[config.mk]
export PLATFORM = sky130hd
export DESIGN_NAME = wdmf_top
export DESIGN_NICKNAME = d
export VERILOG_FILES = /design/src/hdl/wdmf_pkg.sv /design/src/hdl/wdmf_top.sv /design/src/hdl/wdmf_tick.sv
export SDC_FILE = /design/constraint.sdc
export NUM_CORES = 1
export LEC_CHECK = 0
export BUFFER_PORTS_ARGS = -buffer_cell sky130_fd_sc_hd__buf_2
export CORE_MARGIN = 4
export CORE_UTILIZATION = 50
export DETAILED_ROUTE_END_ITERATION = 16
export GPL_TIMING_DRIVEN = 0
export PLACE_DENSITY_LB_ADDON = 0.1
export SLEW_MARGIN = 20
export SYNTH_ARGS = -nofsm -noshare
export SYNTH_HDL_FRONTEND = slang
export SYNTH_SLANG_ARGS = --single-unit
[constraint.sdc]
create_clock -name core_clk -period 2.5 [get_ports core_clk]
set_input_delay 0.5 -clock core_clk [delete_from_list [all_inputs] [get_ports core_clk]]
set_output_delay 0.5 -clock core_clk [all_outputs]
set_load 0.01 [all_outputs]
[src/hdl/wdmf_pkg.sv]
// Package of register map, field layout and timing constants for the watchdog.
`default_nettype none
package wdmf_pkg;
  localparam int ADDR_W = 12;
  // Mode register sits at its printed address; the window low bits decode it.
  localparam logic [31:0] MODE_ADDR = 32'h400E_1854;
  localparam logic [ADDR_W-1:0] OFF_MODE = MODE_ADDR[ADDR_W-1:0];
  localparam logic [ADDR_W-1:0] OFF_CMD = 12'h850;
  localparam logic [ADDR_W-1:0] OFF_STAT = 12'h858;
  localparam logic [ADDR_W-1:0] OFF_IRQ = 12'h860;
  localparam logic [ADDR_W-1:0] OFF_MASK = 12'h864;
  localparam int RELOAD_LSB = 0;
  localparam int DELTA_LSB = 16;
  localparam int FIEN_BIT = 12;
  localparam int RSTEN_BIT = 13;
  localparam int PROC_BIT = 14;
  localparam int DIS_BIT = 15;
  localparam int DBGHLT_BIT = 28;
  localparam int IDLEHLT_BIT = 29;
  localparam int RESTART_BIT = 0;
  localparam int CNT_W = 12;
  localparam logic [31:0] MODE_RESET = 32'h3FFF_2FFF;
  localparam logic [31:0] MODE_MASK = 32'h3FFF_FFFF;
  localparam logic [1:0] RESP_OKAY = 2'b00;
  localparam logic [1:0] RESP_SLVERR = 2'b10;
  // Interrupt status bits: underflow and restart error.
  localparam int EV_UNDER = 0;
  localparam int EV_ERR = 1;
  localparam int EV_W = 2;
  // Slow clock nominal rate and derived tick divider at the 100 MHz core clock.
  localparam int CORE_HZ = 100_000_000;
  localparam int SLOW_HZ = 32_768;
  localparam int SLOW_DIV = CORE_HZ / SLOW_HZ;
endpackage : wdmf_pkg
`default_nettype wire

[src/hdl/wdmf_top.sv]
// Watchdog counter, write-once mode register and fault routing over AXI4-Lite.
`default_nettype none
module wdmf_top #(
  parameter int SLOW_DIV = wdmf_pkg::SLOW_DIV
) (
  input wire logic core_clk,
  input wire logic reset,
  input wire logic [wdmf_pkg::ADDR_W-1:0] s_axi_awaddr,
  input wire logic s_axi_awvalid,
  output logic s_axi_awready,
  input wire logic [31:0] s_axi_wdata,
  input wire logic [3:0] s_axi_wstrb,
  input wire logic s_axi_wvalid,
  output logic s_axi_wready,
  output logic [1:0] s_axi_bresp,
  output logic s_axi_bvalid,
  input wire logic s_axi_bready,
  input wire logic [wdmf_pkg::ADDR_W-1:0] s_axi_araddr,
  input wire logic s_axi_arvalid,
  output logic s_axi_arready,
  output logic [31:0] s_axi_rdata,
  output logic [1:0] s_axi_rresp,
  output logic s_axi_rvalid,
  input wire logic s_axi_rready,
  input wire logic debugState,
  input wire logic idleState,
  output logic irq,
  output logic faultIrq,
  output logic allReset,
  output logic procReset
);
  import wdmf_pkg::*;

  typedef struct packed {
    logic awDone;
    logic [ADDR_W-1:0] awAddr;
    logic wDone;
    logic [31:0] wData;
    logic [3:0] wStrb;
    logic bValid;
    logic [1:0] bResp;
    logic rValid;
    logic [31:0] rData;
    logic [1:0] rResp;
    logic [31:0] mode;
    logic locked;
    logic [CNT_W-1:0] cnt;
    logic [EV_W-1:0] stat;
    logic [EV_W-1:0] mask;
    logic faultIrq;
    logic allReset;
    logic procReset;
    logic irq;
  } wdmf_state_t;

  wdmf_state_t s_q, s_d;
  logic slowTick;

  wdmf_tick #(
    .DIV(SLOW_DIV)
  ) u_tick (
    .core_clk(core_clk),
    .reset(reset),
    .tick(slowTick)
  );

  function automatic logic known(input logic [ADDR_W-1:0] a);
    known = (a == OFF_MODE) || (a == OFF_CMD) || (a == OFF_STAT) ||
      (a == OFF_IRQ) || (a == OFF_MASK);
  endfunction : known

  function automatic logic [31:0] merge(input logic [31:0] old,
    input logic [31:0] nw, input logic [3:0] strb);
    logic [31:0] r;
    r = old;
    for (int i = 0; i < 4; i++) begin
      if (strb[i]) begin
        r[i*8 +: 8] = nw[i*8 +: 8];
      end
    end
    merge = r;
  endfunction : merge

  logic doWrite;
  logic doRead;
  logic restartCmd;
  logic fault;
  logic [CNT_W-1:0] reloadVal;
  logic [CNT_W-1:0] deltaVal;
  logic running;
  logic underflow;
  logic restartErr;
  logic [EV_W-1:0] events;

  always_comb begin
    s_d = s_q;
    reloadVal = s_q.mode[RELOAD_LSB +: CNT_W];
    deltaVal = s_q.mode[DELTA_LSB +: CNT_W];
    doWrite = s_q.awDone && s_q.wDone && !s_q.bValid;
    doRead = s_axi_arvalid && !s_q.rValid;
    restartCmd = doWrite && (s_q.awAddr == OFF_CMD) && s_q.wStrb[0] &&
      s_q.wData[RESTART_BIT];
    // Halts gate the tick only, so a pending restart still acts.
    running = !s_q.mode[DIS_BIT] && slowTick &&
      !(s_q.mode[DBGHLT_BIT] && debugState) &&
      !(s_q.mode[IDLEHLT_BIT] && idleState);
    restartErr = restartCmd && !s_q.mode[DIS_BIT] && (s_q.cnt > deltaVal);
    underflow = running && (s_q.cnt == '0);
    events = '0;
    events[EV_UNDER] = underflow;
    events[EV_ERR] = restartErr;
    fault = underflow || restartErr;

    // Write channels accepted independently, in either order.
    if (s_axi_awvalid && !s_q.awDone) begin
      s_d.awDone = 1'b1;
      s_d.awAddr = s_axi_awaddr;
    end
    if (s_axi_wvalid && !s_q.wDone) begin
      s_d.wDone = 1'b1;
      s_d.wData = s_axi_wdata;
      s_d.wStrb = s_axi_wstrb;
    end
    if (s_q.bValid && s_axi_bready) begin
      s_d.bValid = 1'b0;
    end
    if (doWrite) begin
      s_d.awDone = 1'b0;
      s_d.wDone = 1'b0;
      s_d.bValid = 1'b1;
      s_d.bResp = known(s_q.awAddr) ? RESP_OKAY : RESP_SLVERR;
      if (s_q.awAddr == OFF_MODE && !s_q.locked) begin
        s_d.mode = merge(s_q.mode, s_q.wData, s_q.wStrb) & MODE_MASK;
        s_d.locked = 1'b1;
      end
      if (s_q.awAddr == OFF_MASK && s_q.wStrb[0]) begin
        s_d.mask = s_q.wData[EV_W-1:0];
      end
    end

    // Counter: an in-window restart wins, else reload at underflow or step on the slow tick.
    if (restartCmd && !s_q.mode[DIS_BIT] && s_q.cnt <= deltaVal) begin
      s_d.cnt = reloadVal;
    end else if (underflow) begin
      s_d.cnt = reloadVal;
    end else if (running) begin
      s_d.cnt = s_q.cnt - 1'b1;
    end

    // Status clear by one; a new event wins over the clear.
    if (doWrite && s_q.awAddr == OFF_STAT && s_q.wStrb[0]) begin
      s_d.stat = s_q.stat & ~s_q.wData[EV_W-1:0];
    end
    s_d.stat = s_d.stat | events;
    // A set mask bit hides its status bit from the interrupt line.
    s_d.irq = |(s_d.stat & ~s_d.mask);

    if (fault && s_q.mode[FIEN_BIT]) begin
      s_d.faultIrq = 1'b1;
    end
    if (doWrite && s_q.awAddr == OFF_STAT && s_q.wStrb[0] &&
      !fault) begin
      s_d.faultIrq = 1'b0;
    end
    // Reset pulses last one cycle; the reset controller stretches them.
    s_d.allReset = fault && s_q.mode[RSTEN_BIT] && !s_q.mode[PROC_BIT];
    s_d.procReset = fault && s_q.mode[RSTEN_BIT];

    if (s_q.rValid && s_axi_rready) begin
      s_d.rValid = 1'b0;
    end
    // The command register is write-only, so it reads back as zero.
    if (doRead) begin
      s_d.rValid = 1'b1;
      s_d.rResp = known(s_axi_araddr) ? RESP_OKAY : RESP_SLVERR;
      s_d.rData = 32'h0000_0000;
      if (s_axi_araddr == OFF_MODE) begin
        s_d.rData = s_q.mode;
      end
      if (s_axi_araddr == OFF_STAT) begin
        s_d.rData = 32'(s_q.stat);
      end
      if (s_axi_araddr == OFF_IRQ) begin
        s_d.rData = 32'(s_q.irq);
      end
      if (s_axi_araddr == OFF_MASK) begin
        s_d.rData = 32'(s_q.mask);
      end
    end
  end

  always_ff @(posedge core_clk) begin
    if (reset) begin
      s_q <= '0;
      s_q.mode <= MODE_RESET;
      s_q.cnt <= MODE_RESET[CNT_W-1:0];
    end else begin
      s_q <= s_d;
    end
  end

  assign s_axi_awready = !s_q.awDone;
  assign s_axi_wready = !s_q.wDone;
  assign s_axi_bvalid = s_q.bValid;
  assign s_axi_bresp = s_q.bResp;
  assign s_axi_arready = !s_q.rValid;
  assign s_axi_rvalid = s_q.rValid;
  assign s_axi_rdata = s_q.rData;
  assign s_axi_rresp = s_q.rResp;
  assign irq = s_q.irq;
  assign faultIrq = s_q.faultIrq;
  assign allReset = s_q.allReset;
  assign procReset = s_q.procReset;
endmodule : wdmf_top
`default_nettype wire

[src/hdl/wdmf_tick.sv]
// Slow clock tick generator derived from the core clock.
`default_nettype none
module wdmf_tick #(
  parameter int DIV = wdmf_pkg::SLOW_DIV
) (
  input wire logic core_clk,
  input wire logic reset,
  output logic tick
);
  import wdmf_pkg::*;
  typedef struct packed {
    logic [15:0] cnt;
    logic tick;
  } wdmf_tick_t;
  wdmf_tick_t s_q, s_d;
  always_comb begin
    s_d = s_q;
    s_d.tick = 1'b0;
    if (s_q.cnt == 16'(DIV - 1)) begin
      s_d.cnt = 16'h0000;
      s_d.tick = 1'b1;
    end else begin
      s_d.cnt = s_q.cnt + 16'h0001;
    end
  end
  always_ff @(posedge core_clk) begin
    if (reset) begin
      s_q <= '0;
    end else begin
      s_q <= s_d;
    end
  end
  assign tick = s_q.tick;
endmodule : wdmf_tick
`default_nettype wire

==> reports/results.ini, run 1 <==
[worst_setup_path]
cp.depth=7
crit_buf_inv=1
cp-startpoint=s_q[11]
regToRegSetupSlack_ps=60
worstReg2RegStart=s_q[11]
crit_type=reg -> reg
slowest_stage=or4_4
endpoint_kind=flip-flop
r2r_cells=7
cpMostUsedCell=or4_4
crit_family=simple AND/OR/NAND/NOR gates
critPathRequiredTime_ps=2810
reg2reg_to=s_q[10]
cp_max_fo=6
crit_chain=or4_4 > or4_4 > buf_6 > nor3_4 > nor3_2 > a21o_2 > a221o_1
cp_data_arrival_time_ps=2750
cp-start-kind=flip-flop
critPathMaxStageDelay_ps=560
setup.worst_path.end=s_q[10]

[sta]
finalSetupTns_ps=0
slew-limit-headroom_pct=53.7
skew_ps=8.45
rsz0062_at_grt=yes
fin_crit_sh_pct=97.6
setup_viol=0
worst_slew_pin_slew_ps=694
hold_slack_ps=282
clock.fmax_mhz=410
fin_crit_ps=2440
slew_viol_final=0
hold_viol=0

[global_route]
grt_pass1_vias=5770
track_usage_pct=23.7
antenna_found_initial=0
grt_max_degree=17
grt-ovfl-total=0
grt_pass1_wl_mm=27.8
grtUsageMet2_pct=38.9
met3_usage_pct=4.61
top_usage_layer=met2
use_met1_pct=30.7

[cts]
htreeDepth=4
cts_max_path_buffers=2
clkSinkCount=150
insertion_delay_ps=420
cts_tree=done
numCtsBuffers=17
hold_buffers=0
root_buffer=clkbuf_16
clkSlewWorstSetupHoldPaths_ps=60

[logic_synthesis]
yosysMostFrequentCell=nand2_1
ys_top_cells_by_count=nand2_1 (192), dfxtp_1 (150), a21oi_1 (92)
yosys_warnings=0
synth_flop_cell=dfxtp_1
postSynthAreaPerCell_um2=8.14
synth_area_um2=6530
synth-edff-count=0
yosysUniqueCellTypes=59
async_reset_ff_share_pct=0
ys_top_cells_by_area=dfxtp_1 (46%), nand2_1 (11%), a21oi_1 (7.1%)
yosys.area.top_type=dfxtp_1
synth_top_area_share_pct=46.0
yosysSeqAreaShare_pct=46.0
ys_ff_latch=150
syn-instance-count=802

[power]
clockPowerShare_pct=47.8
p_per_area_nw_per_um2=672
leakage_nw=3.45
power.switching_mw=1.20
intPower_mw=4.18
p_seq_share_pct=46.3
swShare_pct=22.4
ir_drop_mv=0.451
pwr-share-comb_pct=5.9

[detailed_routing]
num_vias=5894
drt_pass1_iterations=5
post_drt_wl_per_cell_um=15.3
drt_iter0_drc=326
vias_per_cell=5.26
wirelength_mm=17.1
drc=0
ant_nets=0

[final_layout]
seqCellArea_um2=3010
fill_cells=1173
multiInputGateArea_um2=3080
design_area_um2=8010
nets=1020
area_growth_pct=22.7
drive_gt1_share_pct=21.5
num_antenna_cells=0

[floorplan]
core_area_um2=12700
die_w_um=122
fp.dieArea_um2=14900
rows=41
pin_count=114
die_h_um=122
start_util_pct=51.3

[run_status]
outcome=completed

[run]
maxCapViolations=0

[place]
placed_area_um2=7300
dp_hpwl_mm=12.8
io_buffers=106
gp_congestion=0.897

[min_path]
min-delay-path-class=in -> reg

## stage by stage
stage	instances	utilization (%)	setup WS, ps	total power, mW
floorplan	805	-	-12.1	2.71
global placement	1083	57.3	-662	2.84
detailed placement	1083	57.4	-500	2.86
CTS	1117	62.5	-48.0	5.41
global route	1120	63.0	-33.8	5.56
finish	1120	63.0	59.2	5.38
## cells by family (layout without fill, tap and decap cells)
family	Yosys count	count (layout)	synth area share, %
xor+xnor	18	18	2.42
flops	150	150	46.0
mux	12	12	1.86
buf+inv	99	242	8.01
fa+ha+maj	15	15	2.88
compound gates	140	140	12.7
simple gates	367	367	26.1
other cells	1	4	0.0574
## power groups by stage
stage	Sequential [mW]	Combinational, mW	Clock (mW)
floorplan	2.53	0.184	0
global placement	2.54	0.305	0
detailed placement	2.54	0.313	0
CTS	2.49	0.316	2.60
global route	2.50	0.352	2.71
finish	2.49	0.316	2.58
## worst min-delay path by stage
stage | start | end | slack (ps) | depth (start not counted)
floorplan | s_q[35] | allReset | 420 | 1
global placement | u_tick.s_q[1] | u_tick.s_q[1] | 440 | 1
detailed placement | s_axi_rdata[23] | s_axi_rdata[23] | 450 | 2
CTS | s_axi_rready | s_axi_rvalid | 270 | 2
global route | s_axi_rready | s_axi_rvalid | 280 | 2
finish | s_axi_rready | s_axi_rvalid | 280 | 2
## per-layer routing
metal	up-vias	wire (um)
met2	156	8010
met5	-	0
met4	0	463
met3	34	867
li1	2973	-
met1	2731	7770
## what timing repair did
action,4_1_cts,5_1_grt
pin swaps,4,5
buffers inserted,5,4
endpoints found under the setup margin,30,34
resized for setup,10,17
## cell usage in the layout, fill, tap and decap left out, types with 4 or more instances in the layout
cell type,n
nand2_1,192
and4_1,5
nor2_1,45
buf_4,42
o211ai_1,9
nor3_1,12
o21ai_0,7
buf_2,106
and3_1,4
nor4_1,5
xor2_1,10
clkbuf_16,17
a21oi_1,91
inv_1,20
ha_1,15
conb_1,4
xnor2_1,8
clkbuf_2,5
buf_1,6
nand3_1,52
nand4_1,7
a21boi_0,4
dfxtp_1,146
and2_1,4
nor4b_1,9
clkbuf_1,32
nor2b_1,7
mux2i_1,11
## registers in the layout, indices dropped and copies added (netlist names), 12 cells and up
register     flops
reloadVal       12
u_tick.s_q      16
s_q             71
s_axi_rdata     30
deltaVal        12
## layout make-up
class	count	area share, %
Timing Repair Buffer	115	7.61
Clock buffer	23	5.84
Buffer	75	5.28
Multi-Input combinational cell	556	38.5
Sequential cell	150	37.6
Tap cell	172	2.69
Clock inverter	8	1.55
Inverter	21	0.984
(Power assumes the default switching activity.)
==> run 2: changes to the inputs <==
Settings changed: SETUP_SLACK_MARGIN set to 0.3.
==> reports/results.ini, run 2 (synthesized netlist as in run 1, its figures left out) <==
[run_status]
outcome=complete, but fails checks  ; was completed
violations=negative setup slack

[min_path]
hold-path-cell-count=2  ; unchanged
min_to=s_axi_rvalid  ; unchanged
min_from=s_axi_rready  ; unchanged
min-delay-path-class=in -> reg  ; unchanged

[worst_setup_path]
reg2reg_to=s_q[12]  ; was s_q[10]
r2r_cells=8  ; was 7
cp_max_fo=6  ; unchanged
endpoint_kind=flip-flop  ; unchanged
cp-start-kind=flip-flop  ; unchanged
crit_type=reg -> reg  ; unchanged
critPathRequiredTime_ps=2810  ; about the same
worstReg2RegStart=s_q[11]  ; unchanged
regToRegSetupSlack_ps=-50  ; was 60 ps
cp_data_arrival_time_ps=2860  ; was 2750 ps

[place]
gp_congestion=0.871  ; was 0.897
place_ws_ps=-425  ; was -500 ps
io_buffers=106  ; unchanged
dp_hpwl_mm=12.9  ; was 12.8 mm
placed_area_um2=7300  ; unchanged

[sta]
fin_ws_ps=-54.0  ; was 59.2 ps
finalSetupTns_ps=-57.3  ; was 0 ps
fin_crit_ps=2550  ; was 2440 ps
rsz0062_at_grt=yes  ; unchanged
skew_ps=8.24  ; was 8.45 ps
clock.fmax_mhz=392  ; was 410 MHz
setup_viol=2  ; was 0
slew-limit-headroom_pct=52.7  ; was 53.7%
worst_slew_pin_slew_ps=710  ; was 694 ps
slew_viol_final=0  ; unchanged
fin_crit_sh_pct=102  ; was 97.6%
hold_viol=0  ; unchanged

[detailed_routing]
ant_nets=0  ; unchanged
drc=0  ; unchanged
num_vias=6067  ; was 5,894
post_drt_wl_per_cell_um=15.7  ; was 15.3 um
vias_per_cell=5.37  ; was 5.26
wirelength_mm=17.7  ; was 17.1 mm
drt_pass1_iterations=5  ; unchanged
drt_iter0_drc=465  ; was 326

[final_layout]
num_antenna_cells=0  ; unchanged
design_area_um2=8290  ; was 8010 um^2
largest_reg_flops=71  ; unchanged
regMostFlops=s_q  ; unchanged
drive_gt1_share_pct=26.0  ; was 21.5%
fill_cells=1156  ; was 1,173
final_util_pct=65.2  ; was 63.0%
final_common_cell=nand2_1  ; unchanged
area_growth_pct=27.0  ; was 22.7%
nets=1029  ; was 1,020
final_cell_mix=nand2_1 (190), dfxtp_1 (138), buf_2 (106)  ; was nand2_1 (192), dfxtp_1 (146), buf_2 (106)

[floorplan]
fp.dieArea_um2=14900  ; unchanged
start_util_pct=51.3  ; unchanged
die_w_um=122  ; unchanged
core_area_um2=12700  ; unchanged
pin_count=114  ; unchanged
die_h_um=122  ; unchanged
rows=41  ; unchanged

[cts]
htreeDepth=4  ; unchanged
insertion_delay_ps=430  ; was 420 ps
cts_tree=done  ; unchanged
hold_buffers=0  ; unchanged
clkSinkCount=150  ; unchanged
clkSlewWorstSetupHoldPaths_ps=60  ; about the same
numCtsBuffers=17  ; unchanged
cts_max_path_buffers=2  ; unchanged
root_buffer=clkbuf_16  ; unchanged

[global_route]
antenna_found_initial=0  ; unchanged
grt_pass1_vias=5882  ; was 5,770
track_usage_pct=24.4  ; was 23.7%
grt_max_degree=17  ; unchanged
grt_pass1_wl_mm=28.4  ; was 27.8 mm
grt-ovfl-total=0  ; unchanged

[power]
p_per_area_nw_per_um2=654  ; was 672 nW/um^2
ir_drop_mv=0.427  ; was 0.451 mV
p_total_mw=5.42  ; was 5.38 mW
leakage_nw=3.53  ; was 3.45 nW

[run]
maxCapViolations=0  ; unchanged

## run 2: changes by cell type in the layout (fill, tap and decap cells not counted), sizes merged
cell	delta
clkinvlp	+4
clkinv	+1
clkbuf	-4
buf	+9
## run 2: area by class of cell
class	instances	area (um^2)	area share, %
inverters	21	78.8	0.951
well taps	172	215	2.60
flip-flops and latches	150	3020	36.4
clock buffers	19	453	5.46
clock inverters	13	155	1.87
multi-input cells	556	3240	39.1
plain buffers	78	474	5.72
repair buffers	121	654	7.89
## run 2: repair_timing
action	CTS	global route
pin swaps	18	16
endpoints found under the setup margin	56	57
hold endpoints to repair	0	0
cloned	1	0
resized for setup	45	31
setup buffers	13	1
## run 2: worst max-delay path by stage
stage / startpoint / endpoint / depth (start not counted)
floorplan: s_q[11] / s_q[12] / 8
global placement: s_axi_araddr[1] / s_axi_rdata[27] / 8
detailed placement: s_axi_araddr[1] / s_axi_rdata[20] / 8
CTS: s_q[11] / s_q[12] / 8
global route: s_q[11] / s_q[12] / 8
finish: s_q[11] / s_q[12] / 8
## run 2: per-stage QoR
step | std cells | hold WS, ps
4_1_cts | 1129 | 267
6_report | 1130 | 284
5_1_grt | 1130 | 267
2_1_floorplan | 805 | 423
3_5_place_dp | 1083 | 445
3_3_place_gp | 1083 | 439
## run 2: where the power goes
group	internal, mW	total (mW)	switching (mW)
logic	0.119	0.319	0.200
registers	2.45	2.49	0.0460
clock network	1.61	2.61	1.00
## run 2: routing by layer
metal,routed length [um],vias up,global-route usage (%),share of wire [%]
met3,1090,30,4.84,6.1
met2,8580,185,41.5,48
met5,0,-,0,0
li1,-,2994,-,-
met1,7670,2858,30.7,43
met4,410,0,9.45,2.3
## run 2: worst max-delay path, stage by stage, from the launching register on
cell and delay [ps]:
dfxtp_4 350, or4_4 510, buf_6 130, or4_4 410
buf_6 140, or3_4 320, buf_6 140, a21o_1 150
a221o_1 280
==> run 3: changes to the inputs <==
Settings changed: CAP_MARGIN set to 20, CORE_UTILIZATION 50 to 45.
==> reports/results.ini, run 3 (synthesized netlist as in run 1, its figures left out) <==
[place]
io_buffers=106  ; unchanged
gp_congestion=0.875  ; was 0.871
place_ws_ps=-530  ; was -425 ps
placed_cells=1091  ; was 1,083
dp_hpwl_mm=12.4  ; was 12.9 mm

[sta]
rsz0062_at_grt=yes  ; unchanged
clock.fmax_mhz=396  ; was 392 MHz
setup_viol=1  ; was 2
hold_viol=0  ; unchanged
fin_crit_sh_pct=101  ; was 102%
fin_crit_ps=2530  ; was 2550 ps
slew_viol_final=0  ; unchanged
skew_ps=7.60  ; was 8.24 ps
slew-limit-headroom_pct=56.7  ; was 52.7%
fin_ws_ps=-27.2  ; was -54.0 ps
worst_slew_pin_slew_ps=650  ; was 710 ps

[detailed_routing]
drt_pass1_iterations=5  ; unchanged
num_vias=5822  ; was 6,067
drt_iter0_drc=326  ; was 465
drc=0  ; unchanged
post_drt_wl_per_cell_um=15.1  ; was 15.7 um
vias_per_cell=5.09  ; was 5.37
ant_nets=0  ; unchanged
wirelength_mm=17.2  ; was 17.7 mm

[floorplan]
rows=43  ; was 41
pin_count=114  ; unchanged
die_h_um=128  ; was 122 um
start_util_pct=46.5  ; was 51.3%
core_area_um2=14000  ; was 12,700 um^2
fp.dieArea_um2=16500  ; was 14,900 um^2
die_w_um=128  ; was 122 um

[power]
p_per_area_nw_per_um2=650  ; was 654 nW/um^2
leakage_nw=3.55  ; was 3.53 nW
p_total_mw=5.40  ; was 5.42 mW
ir_drop_mv=0.425  ; was 0.427 mV

[worst_setup_path]
crit_type=reg -> reg  ; unchanged
slowest_stage=or4_4  ; unchanged
cp_max_fo=7  ; was 6
critPathMaxStageDelay_ps=510  ; about the same
crit_chain=or4_4 > buf_6 > or4_4 > buf_6 > or3_4 > buf_6 > a21o_1 > a221o_1  ; unchanged
endpoint_kind=flip-flop  ; unchanged
cp-start-kind=flip-flop  ; unchanged
cpMostUsedCell=buf_6  ; unchanged
cp_data_arrival_time_ps=2840  ; was 2860 ps
critPathRequiredTime_ps=2810  ; about the same

[global_route]
grtUsageMet2_pct=32.6  ; was 41.5%
track_usage_pct=20.7  ; was 24.4%
grt-ovfl-total=0  ; unchanged
use_met1_pct=27.9  ; was 30.7%
met3_usage_pct=4.61  ; was 4.84%
grt_pass1_wl_mm=26.8  ; was 28.4 mm
top_usage_layer=met2  ; unchanged
grt_pass1_vias=5356  ; was 5,882
antenna_found_initial=0  ; unchanged
grt_max_degree=17  ; unchanged

[min_path]
min-delay-path-class=in -> reg  ; unchanged

[final_layout]
largest_reg_flops=71  ; unchanged
area_growth_pct=27.3  ; was 27.0%
final_util_pct=59.2  ; was 65.2%
num_antenna_cells=0  ; unchanged
fin_cells=1143  ; was 1,130
drive_gt1_share_pct=26.0  ; about the same
final_cell_mix=nand2_1 (188), dfxtp_1 (141), buf_2 (107)  ; was nand2_1 (190), dfxtp_1 (138), buf_2 (106)
nets=1034  ; was 1,029
regMostFlops=s_q  ; unchanged
final_common_cell=nand2_1  ; unchanged

[cts]
htreeDepth=4  ; unchanged
root_buffer=clkbuf_16  ; unchanged
cts_tree=done  ; unchanged
cts_max_path_buffers=2  ; unchanged
insertion_delay_ps=430  ; about the same
clkSlewWorstSetupHoldPaths_ps=60  ; about the same
hold_buffers=0  ; unchanged
clkSinkCount=150  ; unchanged
numCtsBuffers=17  ; unchanged

[run]
maxCapViolations=0  ; unchanged

[run_status]
violations=negative setup slack  ; unchanged
outcome=complete, but fails checks  ; unchanged

[run 3: worst paths after layout]
path | from | endpoint | slack, ps | cells past startpoint
worst max-delay path | s_q[11] | s_q[12] | -30 | 8
worst min register to register | s_axi_rdata[20] | s_axi_rdata[20] | 450 | 2
worst min-delay path | s_axi_rready | s_axi_rvalid | 250 | 2
worst max register to register | s_q[11] | s_q[12] | -30 | 8
[run 3: layout make-up]
class,count,area [um^2]
clock inverter,13,155
inverter,21,78.8
buffer,78,480
tap,180,225
multi-input combinational,556,3220
timing repair buffer,126,696
fill,1344,5730
sequential,150,3020
clock buffer,19,443
[run 3: power breakdown]
part | switching [mW] | leakage [nW] | total, mW | internal [mW]
combinational | 0.198 | 2.05 | 0.315 | 0.117
sequential | 0.0454 | 1.21 | 2.49 | 2.45
clock | 1.00 | 0.289 | 2.59 | 1.59
total | 1.25 | 3.55 | 5.40 | 4.15
[run 3: layer usage]
layer / wire length (um) / share of wire [%]
met2: 7900 / 46
met5: 0 / 0
met1: 8180 / 48
met3: 845 / 4.9
met4: 292 / 1.7
[run 3: metrics by stage]
| stage | setup TNS [ps] | hold WS [ps] | area, um^2 |
|---|---|---|---|
| floorplan | -11.5 | 423 | 6550 |
| global placement | -9770 | 440 | 7310 |
| detailed placement | -9920 | 444 | 7310 |
| CTS | -22.5 | 242 | 8120 |
| global route | -292 | 253 | 8310 |
| finish | -27.2 | 252 | 8310 |
[run 3: worst max-delay path: cells and delay by family (launching register included)]
| family | cells | cell delay (ps) |
|---|---|---|
| buf+inv | 3 | 400 |
| flops | 1 | 350 |
| simple gates | 3 | 1240 |
| compound gates | 2 | 430 |
[run 3: repair_timing]
item	in CTS	in global routing
resized for setup	28	45
buffers inserted	12	7
pin swaps	7	17
cloned	1	0
setup endpoints to repair	57	52
